[src/hw/mmad_pkg.sv]
// Package of constants and types for the memory map access decoder.
package mmad_pkg;
    // ----------------------------------------------------------------
    // Address layout
    // ----------------------------------------------------------------
    localparam int ADDR_W = 11;
    localparam int ADDR_TOP_BIT = 10;
    localparam int LEVEL_BIT = 6;
    localparam logic [1:0] UPPER_NV_CODE = 2'h2;
    localparam logic [1:0] REG_AREA_CODE = 2'h3;
    localparam logic [7:0] APP_BLK_ALL = 8'hff;
    localparam logic [7:0] READ_ZERO = 8'h00;
    localparam logic [10:0] SYS_MIRROR_LO = 11'h600;
    localparam logic [10:0] SYS_MIRROR_HI = 11'h63f;

    // ----------------------------------------------------------------
    // Types
    // ----------------------------------------------------------------
    typedef enum logic [1:0] {
        MMAD_LVL_APP = 2'h0,
        MMAD_LVL_MEAS = 2'h1,
        MMAD_LVL_SYS = 2'h2,
        MMAD_LVL_FACT = 2'h3
    } mmad_level_e;

    typedef enum logic {
        MMAD_TGT_NV = 1'b0,
        MMAD_TGT_REG = 1'b1
    } mmad_target_e;

    typedef enum logic [2:0] {
        MMAD_ST_IDLE = 3'b001,
        MMAD_ST_GRANT = 3'b010,
        MMAD_ST_DENY = 3'b100
    } mmad_state_e;
endpackage : mmad_pkg

[src/hw/mmad_decode.sv]
// Combinational address decoder for target and access level.
`timescale 1ns/10ps
`default_nettype none
module mmad_decode (
    // Request
    input wire logic [mmad_pkg::ADDR_W-1:0] i_addr,
    input wire logic [7:0] i_application_block_count,
    // Decode
    output mmad_pkg::mmad_target_e o_target,
    output mmad_pkg::mmad_level_e o_level,
    output logic [mmad_pkg::ADDR_W-1:0] o_eff_addr
);
    import mmad_pkg::*;

    logic [9:0] app_end;

    always_comb begin
        app_end = {i_application_block_count, 2'h3};
        o_target = MMAD_TGT_NV;
        o_level = MMAD_LVL_APP;
        o_eff_addr = i_addr;
        if (!i_addr[ADDR_TOP_BIT]) begin
            if (i_application_block_count == APP_BLK_ALL) begin
                o_level = MMAD_LVL_APP;
            end else if (i_addr[9:0] <= app_end) begin
                o_level = MMAD_LVL_APP;
            end else begin
                o_level = MMAD_LVL_MEAS;
            end
        end else if (i_addr[10:9] == UPPER_NV_CODE) begin
            o_eff_addr = {i_addr[10:9], 2'h0, i_addr[6:0]};
            o_level = i_addr[LEVEL_BIT] ? MMAD_LVL_FACT : MMAD_LVL_SYS;
        end else begin
            o_target = MMAD_TGT_REG;
            o_eff_addr = {i_addr[10:8], 1'b0, i_addr[6:0]};
            o_level = i_addr[LEVEL_BIT] ? MMAD_LVL_FACT : MMAD_LVL_SYS;
        end
    end
endmodule : mmad_decode
`default_nettype wire

[config.mk]
export PLATFORM = sky130hd
export DESIGN_NAME = mmad_decode
export DESIGN_NICKNAME = d
export VERILOG_FILES = /design/src/hw/mmad_pkg.sv /design/src/hw/mmad_decode.sv
export SDC_FILE = /design/constraint.sdc
export NUM_CORES = 1
export LEC_CHECK = 0
export BUFFER_PORTS_ARGS = -buffer_cell sky130_fd_sc_hd__buf_2
export CORE_AREA = 2 2 39 41
export DETAILED_ROUTE_END_ITERATION = 12
export DIE_AREA = 0 0 41 43
export SYNTH_ARGS = -nofsm -noshare
export SYNTH_HDL_FRONTEND = slang
export SYNTH_SLANG_ARGS = --single-unit
[constraint.sdc]
create_clock -name vclk -period 4.1
set_clock_uncertainty 0.05 [all_clocks]
set_input_delay 0.82 -clock vclk [all_inputs]
set_output_delay 0.82 -clock vclk [all_outputs]
set_load 0.03 [all_outputs]
* After elaboration in Yosys (flattened, before gate mapping) *
Index checks and enable logic that the tools add are counted.

word-level totals
  register bits = 0
  input port bits = 19

cells by class
  mux-type cells = 8
  order comparisons = 1
  equal/unequal tests = 2

operators with widths
  kind                                   count
  11-bit two-way mux                     1
  10-bit less-or-equal comparator        1
  9-bit two-way mux                      1
  8-bit == test (second input constant)  1
  1-bit two-way mux                      5
  2-bit == test (second input constant)  1
  2-bit two-way mux                      1

* Longest topological paths before layout *
Gate-level depths: netlist (run 1).

  depth after elaboration = 4
  depth in mapped cells = 6

* Worst setup path before layout (run 1) *
OpenSTA, ideal clock, no wires.

  path kind = in2out
  start = input port i_application_block_count[6]
  end = output port o_level[0]
  arrival = 1.892 ns
  required time = 3.230 ns
  stages on the path = 6
  path slack = 1.338 ns
  buffers on the path = 0
  path through = inv_1 > ha_1 > a21oi_1 > nand2_1 > a221o_1 > o21a_1

between the ends
  longest elaborated chain between the ends = 4
  elaborated cells between the ends (all ways) = 5
  classes of those cells = order compare (1); eq/ne (1); mux (3)

ends and longest elaborated chain
  what                             line               source
  from (decl)                      mmad_decode.sv:7   input wire logic [7:0] i_application_block_count,
  10-bit less-or-equal comparator  mmad_decode.sv:25  end else if (i_addr[9:0] <= app_end) begin
  1-bit two-way mux                mmad_decode.sv:25
  1-bit two-way mux *              mmad_decode.sv:23  if (i_application_block_count == APP_BLK_ALL) begin
  2-bit two-way mux *              mmad_decode.sv:22  if (!i_addr[ADDR_TOP_BIT]) begin
  to (decl)                        mmad_decode.sv:10  output mmad_pkg::mmad_level_e o_level,

Mark *: on every way between the ends. The rest lies on a longest branch, timed or not.

* Final worst setup path (run 1) *
Same ends and word-level chain as after synthesis.

==> impl_metrics.csv, run 1 <==
group,metric,value,unit
clock_network,cts_setup_buffers,0,
global_route,grt_pass1_wl,1.35,mm
timing,slew_headroom,0.843,
die,fp.dieArea,1760,um2
power_and_ir_drop,clkPwrFrac,0,
global_route,grt.total_usage,0.103,
power_and_ir_drop,pwr-share-comb,1.000,
die,ioPinCount,33,
timing,worst_pin_slew,0.233,ns
critical_path,crit_path_top_delay_cell,"ha_1",
place,place.gp.congestion,0.702,
finish,fin_area,444,um2
synth,synth_mux_area_frac,0,
timing,max_clock_freq,336,MHz
synth,avgSynthCellArea,6.96,um2
power_and_ir_drop,power_leakage,0.000282,uW
drt,remaining_drc_errors,0,
critical_path,arrival,2.11,ns
critical_path,crit_path_start_kind,"input port",
finish,nClkBuffers,0,
synth,synthSimpleGateAreaFrac,0.232,
finish,fin_cells,87,
critical_path,crit_buf_inv,3,
clock_network,cts-resized-gates,0,
timing,period_minus_slack,2.98,ns
timing,finalCritPeriodShare,0.727,
die,core,1380,um2
synth,ys_warn_count,0,
finish,final_common_cell,"buf_2",
power_and_ir_drop,p_sw,34.6,uW
synth,synth-adder-area-share,0.300,
drt,ant_nets,0,
global_route,grt_pass1_vias,368,
drt,drt_wl_total,774,um
synth,yosysSeqAreaShare,0,
synth,syn_inst,48,
critical_path,cp_slowest_stage_delay,0.30,ns
die,die_w,41,um
synth,synth_nets,75,
power_and_ir_drop,seqPwrFrac,0,
power_and_ir_drop,p_int,22.0,uW
drt,vias,379,
drt,avgViaCountPerCell,4.36,
place,port_buffers,33,
synth,synth_compound_gate_area_share,0.142,
timing,maxSlewViolCount,0,
finish,design.seq.count,0,
place,place_area,444,um2
finish,layout-drive-gt1-share,0.465,
critical_path,path_cells,"buf_2 > inv_1 > ha_1 > a21oi_1 > nand2_1 > a221o_1 > o21a_1 > buf_2",
power_and_ir_drop,ir_worst_vdd,0.0444,mV
global_route,grt_start_max_net_pins,10,
timing,hold_viol_final,0,
critical_path,crit_top_cell,"buf_2",
power_and_ir_drop,power.density,127,nW/um2
synth,synth.distinct_cells,15,
run_status,status,"finished, final reports clean",
die,rows,14,
timing,rsz0062_at_grt,"no",
finish,regArea,0,um2
synth,yosys.area_share.xor_xnor,0,
flow_run,cap_viol_max_count,0,
clock_network,cts_hold_buf,0,
min_path,hold_path.class,"in2out",
finish,fillers,162,
critical_path,crit_type,"in2out",
synth,synth_top_family_by_area,"buffers and inverters",
finish,num_antenna_cells,0,
drt,drtIter0Drc,7,
timing,setup_viol,0,
die,start_util,0.241,
critical_path,critPathRequiredTime,3.23,ns
finish,final_cell_mix,"buf_2 (33), inv_1 (9), ha_1 (8), nand3_1 (5), a21oi_1 (3)",
global_route,overflow,0,
die,die_h,43,um
power_and_ir_drop,switching_share,0.611,
critical_path,cp-end-kind,"primary output",
timing,finalSetupTns,0,ns
drt,drt-pass1-iter-count,2,
finish,fin_nets,100,
place,place_hpwl,734,um
critical_path,cp_max_fo,3,
global_route,antenna_found_initial,0,
finish,syn_to_final_growth,33.0,%
critical_path,critPathTopFamily,"compound AO/OA/AOI/OAI gates",
drt,wl_per_cell,8.90,um
synth,syn-cell-area,334,um2
place,post-place-cells,87,
==> layout make-up <==
cell class | instances | area, um2 | share of cell area
inverter | 9 | 33.8 | 0.0761
timing repair buffer | 33 | 165 | 0.372
multi-input combinational | 29 | 225 | 0.507
tap | 16 | 20.0 | 0.0451
==> metal layers <==
metal | vias up | global-route usage | routed length, um
met5 | - | 0 | 0
met2 | 18 | 0.194 | 390
met4 | 0 | 0 | 0
met3 | 0 | 0 | 70
met1 | 159 | 0.130 | 313
li1 | 202 | - | -
==> through the flow <==
step	hold WS, ns	power, uW	setup WS (ns)	utilization
2_1_floorplan	1.70	41.5	1.34	-
3_5_place_dp	1.86	57.3	1.12	0.321
4_1_cts	1.86	57.6	1.11	0.321
6_report	1.86	56.6	1.12	0.321
5_1_grt	1.87	64.0	0.976	0.321
3_3_place_gp	1.86	56.3	1.14	0.321
==> synth_stat cells <==
cell type,instances,area (um2)
nand3_1,5,25.0
buf_4,10,75.1
a21o_1,1,7.51
nor3_1,1,5.00
and2_1,1,6.26
o21a_1,1,7.51
nand2_1,1,3.75
a21boi_0,1,7.51
inv_1,9,33.8
nor2b_1,2,12.5
nand4_1,2,12.5
ha_1,8,100
a21oi_1,3,15.0
nor4_1,2,12.5
a221o_1,1,10.0
==> logic make-up after synthesis <==
kind of cell	count (synthesis)
AO/OA/AOI/OAI	7
buffers and inverters	19
AND/OR/NAND/NOR	14
adder cells (fa/ha/maj)	8
==> worst paths after layout <==
| kind | start | to | slack, ns | depth (start not counted) |
|---|---|---|---|---|
| worst min-delay path | i_addr[0] | o_eff_addr[0] | 1.86 | 2 |
| worst max-delay path | i_application_block_count[6] | o_level[0] | 1.12 | 8 |
==> power by group through the flow <==
stage | combinational, uW | clock [uW] | sequential [uW]
floorplan | 41.5 | 0 | 0
detailed placement | 57.3 | 0 | 0
global placement | 56.3 | 0 | 0
CTS | 57.6 | 0 | 0
global route | 64.0 | 0 | 0
finish | 56.6 | 0 | 0
Power figures use the tool's default switching activity.
==> inputs of run 2 (changes only) <==
ABC_AREA = 1   (was default)
clock period = 2.8 ns   (was 4.1 ns; I/O delays follow)
==> run 2 against run 1 <==
  * First-iteration DRC count shrank 29%
  * Routed wire length shrank 6.8%
  * Critical path depth did not move
  * Non-clock buffer count unchanged
  * Largest power group unchanged
  * Combinational power is 49% higher
  * Worst hold slack got worse by 0.52 ns
  * Area after synthesis grew 11%
==> impl_metrics.csv, run 2 <==
group,metric,value,unit
synth,avgSynthCellArea,5.55,um2
finish,fin_area,482,um2
finish,design.seq.count,0,
power_and_ir_drop,power.density,175,nW/um2
timing,hold_viol_final,0,
place,pre_cts_slack,0.589,ns
drt,vias,400,
critical_path,path_depth,8,
finish,fin_nets,119,
synth,ys_top_cells_by_area,"ha_1 (27%), nand2_1 (22%), buf_4 (20%)",
place,place_area,482,um2
synth,syn-cell-area,372,um2
critical_path,arrival,1.60,ns
global_route,grt.total_usage,0.0809,
min_path,min_path_cells,2,
synth,syn_inst,67,
clock_network,cts-resized-gates,0,
drt,avgViaCountPerCell,3.77,
critical_path,startpoint,"i_addr[9]",
finish,multi_input_area,240,um2
critical_path,crit_path_top_delay_cell,"ha_1",
critical_path,crit_type,"in2out",
synth,synth_common_cells,"nand2_1 (22), inv_1 (15), buf_4 (10)",
synth,synth.distinct_cells,9,
min_path,hold_start,"i_addr[1]",
critical_path,cp_slowest_stage_delay,0.32,ns
critical_path,cp_max_fo,4,
critical_path,crit_path_start_kind,"input port",
place,port_buffers,33,
synth,synth_nets,94,
critical_path,crit_buf_inv,2,
critical_path,path_cells,"buf_2 > ha_1 > a21o_1 > nor2_1 > nand2_1 > nand2_1 > nand2_1 > buf_2",
min_path,min_to,"o_eff_addr[1]",
die,ioPinCount,33,
die,die_h,43,um
timing,rsz0062_at_grt,"no",
timing,setup_viol,0,
finish,nClkBuffers,0,
finish,regArea,0,um2
synth,ys_warn_count,0,
finish,layout-drive-gt1-share,0.367,
timing,slew_headroom,0.892,
drt,ant_nets,0,
finish,final_common_cell,"buf_2",
die,core,1380,um2
finish,final_cell_mix,"buf_2 (33), nand2_1 (22), inv_1 (15), ha_1 (8), nor2_1 (7)",
clock_network,cts_hold_buf,0,
finish,num_antenna_cells,0,
timing,finalSetupTns,0,ns
drt,drt_wl_total,721,um
timing,period_minus_slack,2.21,ns
timing,maxSlewViolCount,0,
place,place.gp.congestion,0.769,
critical_path,crit_top_cell,"nand2_1",
place,post-place-cells,106,
finish,fin_cells,106,
finish,syn_to_final_growth,29.6,%
die,fp.dieArea,1760,um2
die,rows,14,
critical_path,critPathRequiredTime,2.19,ns
timing,worst_pin_slew,0.163,ns
synth,netlist.top_cell.by_area,"ha_1",
timing,max_clock_freq,453,MHz
global_route,grt_pass1_vias,289,
timing,setup_ws,0.595,ns
synth,synth.top_cell.area_share,0.269,
die,die_w,41,um
finish,fillers,172,
global_route,overflow,0,
synth,yosysSeqAreaShare,0,
power_and_ir_drop,ir_worst_vdd,0.0531,mV
drt,drt-pass1-iter-count,4,
min_path,hold_path.class,"in2out",
global_route,antenna_found_initial,0,
drt,wl_per_cell,6.80,um
global_route,grt_start_max_net_pins,7,
critical_path,cp-end-kind,"primary output",
critical_path,critPathTopFamily,"adder cells",
run_status,status,"finished, final reports clean",
flow_run,cap_viol_max_count,0,
global_route,grt_pass1_wl,1.10,mm
clock_network,cts_setup_buffers,0,
drt,remaining_drc_errors,0,
timing,finalCritPeriodShare,0.788,
synth,yosysMostFrequentCell,"nand2_1",
die,start_util,0.269,
power_and_ir_drop,power_leakage,0.000353,uW
drt,drtIter0Drc,5,
place,place_hpwl,686,um
[run 2: layout make-up]
type	count	share of cell area
Multi-Input combinational cell	42	0.499
Tap cell	16	0.0416
Timing Repair Buffer	33	0.343
Inverter	15	0.117
[run 2: kinds of logic (layout without fill, tap and decap cells)]
group,count (synthesis),in the layout,synth area share
adder cells (fa/ha/maj),8,8,0.269
AO/OA/AOI/OAI,4,4,0.0674
AND/OR/NAND/NOR,30,30,0.310
buffers and inverters,25,48,0.354
[run 2: power by group]
| group | leakage, uW | switching, uW | internal (uW) | total (uW) |
|---|---|---|---|---|
| logic | 0.000353 | 52.4 | 31.9 | 84.3 |
| clock network | 0 | 0 | 0 | 0 |
| registers | 0 | 0 | 0 | 0 |
| total | 0.000353 | 52.4 | 31.9 | 84.3 |
[run 2: per-stage QoR]
stage | total power (uW) | hold WS (ns) | utilization
detailed placement | 85.2 | 1.34 | 0.348
floorplan | 63.2 | 1.18 | -
CTS | 85.5 | 1.34 | 0.348
finish | 84.3 | 1.34 | 0.348
global route | 94.1 | 1.34 | 0.348
global placement | 83.8 | 1.33 | 0.348
[run 2: worst max path at each step]
stage	endpoint	slack [ns]
after CTS	o_level[0]	0.59
after floorplan	o_level[0]	0.78
after detailed placement	o_level[0]	0.59
final	o_level[0]	0.59
after global routing	o_level[0]	0.51
after global placement	o_level[0]	0.61
[run 2: per-layer routing]
metal  global-route usage  vias to the layer above  wire length (um)
met2                0.122                       16               325
met1                0.133                      147               327
met4                    0                        0                 0
met3                    0                        0                68
li1                     -                      237                 -
met5                    0                        -                 0
==> inputs of run 3 (changes only) <==
ABC_AREA = 0   (was 1)
clock period = 2.1 ns   (was 2.8 ns; I/O delays follow)
==> run 3 against run 2 <==
  * Power rose by 52%
  * Combinational power increased by 52%
  * First-iteration DRC count down 100%
  * Routed wire length rose by 17%
  * Die area unchanged
  * Largest cell class unchanged
  * Largest power group unchanged
==> impl_metrics.csv, run 3 (synthesis results as in run 1) <==
group,metric,value,unit
timing,period_minus_slack,2.05,ns
power_and_ir_drop,power_leakage,0.000291,uW
finish,regArea,0,um2
timing,finalSetupTns,0,ns
timing,hold_slack,1.06,ns
global_route,grt.total_usage,0.0919,
critical_path,cp_slowest_stage_delay,0.29,ns
critical_path,cp-end-kind,"primary output",
run_status,status,"finished, final reports clean",
timing,maxSlewViolCount,0,
place,place.gp.congestion,0.700,
timing,hold_viol_final,0,
die,die_h,43,um
die,rows,14,
critical_path,crit_path_start_kind,"input port",
drt,remaining_drc_errors,0,
timing,rsz0062_at_grt,"no",
finish,fin_nets,101,
timing,setup_viol,0,
timing,slew_headroom,0.838,
drt,avgViaCountPerCell,4.53,
die,die_w,41,um
finish,final_cell_mix,"buf_2 (30), inv_1 (8), nand3_1 (5), ha_1 (5), ha_4 (3)",
clock_network,cts_hold_buf,0,
die,core,1380,um2
timing,worst_pin_slew,0.240,ns
critical_path,critPathRequiredTime,1.63,ns
drt,vias,399,
critical_path,crit_type,"in2out",
drt,drt-pass1-iter-count,1,
finish,design.seq.count,0,
die,ioPinCount,33,
drt,drtIter0Drc,0,
finish,fin_util,0.372,
die,start_util,0.241,
drt,wl_per_cell,9.61,um
finish,syn_to_final_growth,53.9,%
finish,layout-drive-gt1-share,0.556,
timing,max_clock_freq,488,MHz
min_path,hold_path.class,"in2out",
drt,drt_wl_total,846,um
critical_path,cp_max_fo,3,
critical_path,path_cells,"buf_4 > ha_4 > a21oi_2 > nand2_1 > a221o_1 > o21a_1 > buf_6",
finish,final_common_cell,"buf_2",
critical_path,arrival,1.58,ns
place,port_buffers,33,
die,fp.dieArea,1760,um2
global_route,antenna_found_initial,0,
flow_run,cap_viol_max_count,0,
drt,ant_nets,0,
place,place_hpwl,700,um
global_route,grt_start_max_net_pins,10,
critical_path,crit_path_top_delay_cell,"a221o_1",
finish,num_antenna_cells,0,
global_route,grt_pass1_wl,1.21,mm
finish,nClkBuffers,0,
power_and_ir_drop,power.density,250,nW/um2
power_and_ir_drop,ir_worst_vdd,0.0962,mV
global_route,overflow,0,
clock_network,cts_setup_buffers,0,
timing,finalCritPeriodShare,0.975,
global_route,grt_pass1_vias,360,
run 3: final timing paths:
| check | startpoint | end | slack [ns] | cells past startpoint |
|---|---|---|---|---|
| max | i_addr[8] | o_level[0] | 0.05 | 7 |
| min | i_addr[0] | o_eff_addr[0] | 1.06 | 2 |
run 3: layer usage:
| layer | routed length [um] | track usage |
|---|---|---|
| met2 | 462 | 0.181 |
| met5 | 0 | 0 |
| met4 | 0 | 0 |
| met1 | 320 | 0.108 |
| met3 | 62 | 0 |
run 3: timing repair:
| item | in CTS | in global routing |
|---|---|---|
| endpoints found under the setup margin | 1 | 1 |
| resized for setup | 4 | 6 |
| endpoints found under the hold margin | 0 | 0 |
| pin swaps | 1 | 3 |
run 3: cell type report:
class / count / area, um2
repair buffers: 34 / 188
multi-input cells: 29 / 273
well taps: 16 / 20.0
inverters: 9 / 33.8
fillers: 155 / 870
run 3: report_power, final:
part / internal (uW) / total (uW) / switching, uW
logic: 54.9 / 128 / 73.5
clock network: 0 / 0 / 0
registers: 0 / 0 / 0
run 3: through the flow:
| step | setup slack, ns | total power [uW] | cell area [um2] | std cells |
|---|---|---|---|---|
| final | 0.0518 | 128 | 514 | 88 |
| after detailed placement | -0.0838 | 112 | 452 | 88 |
| after global routing | 0.000115 | 143 | 514 | 88 |
| after CTS | 0.0223 | 119 | 470 | 88 |
| after global placement | -0.0608 | 112 | 452 | 88 |
| after floorplan | 0.138 | 80.9 | 334 | 48 |
run 3: worst max-delay path: cells and delay by family:
kind                       cells  cell delay [ns]
AOI/OAI and AO/OA              3             0.60
buffers and inverters          2             0.26
adders and majority gates      1             0.24
and+or+nand+nor                1             0.06
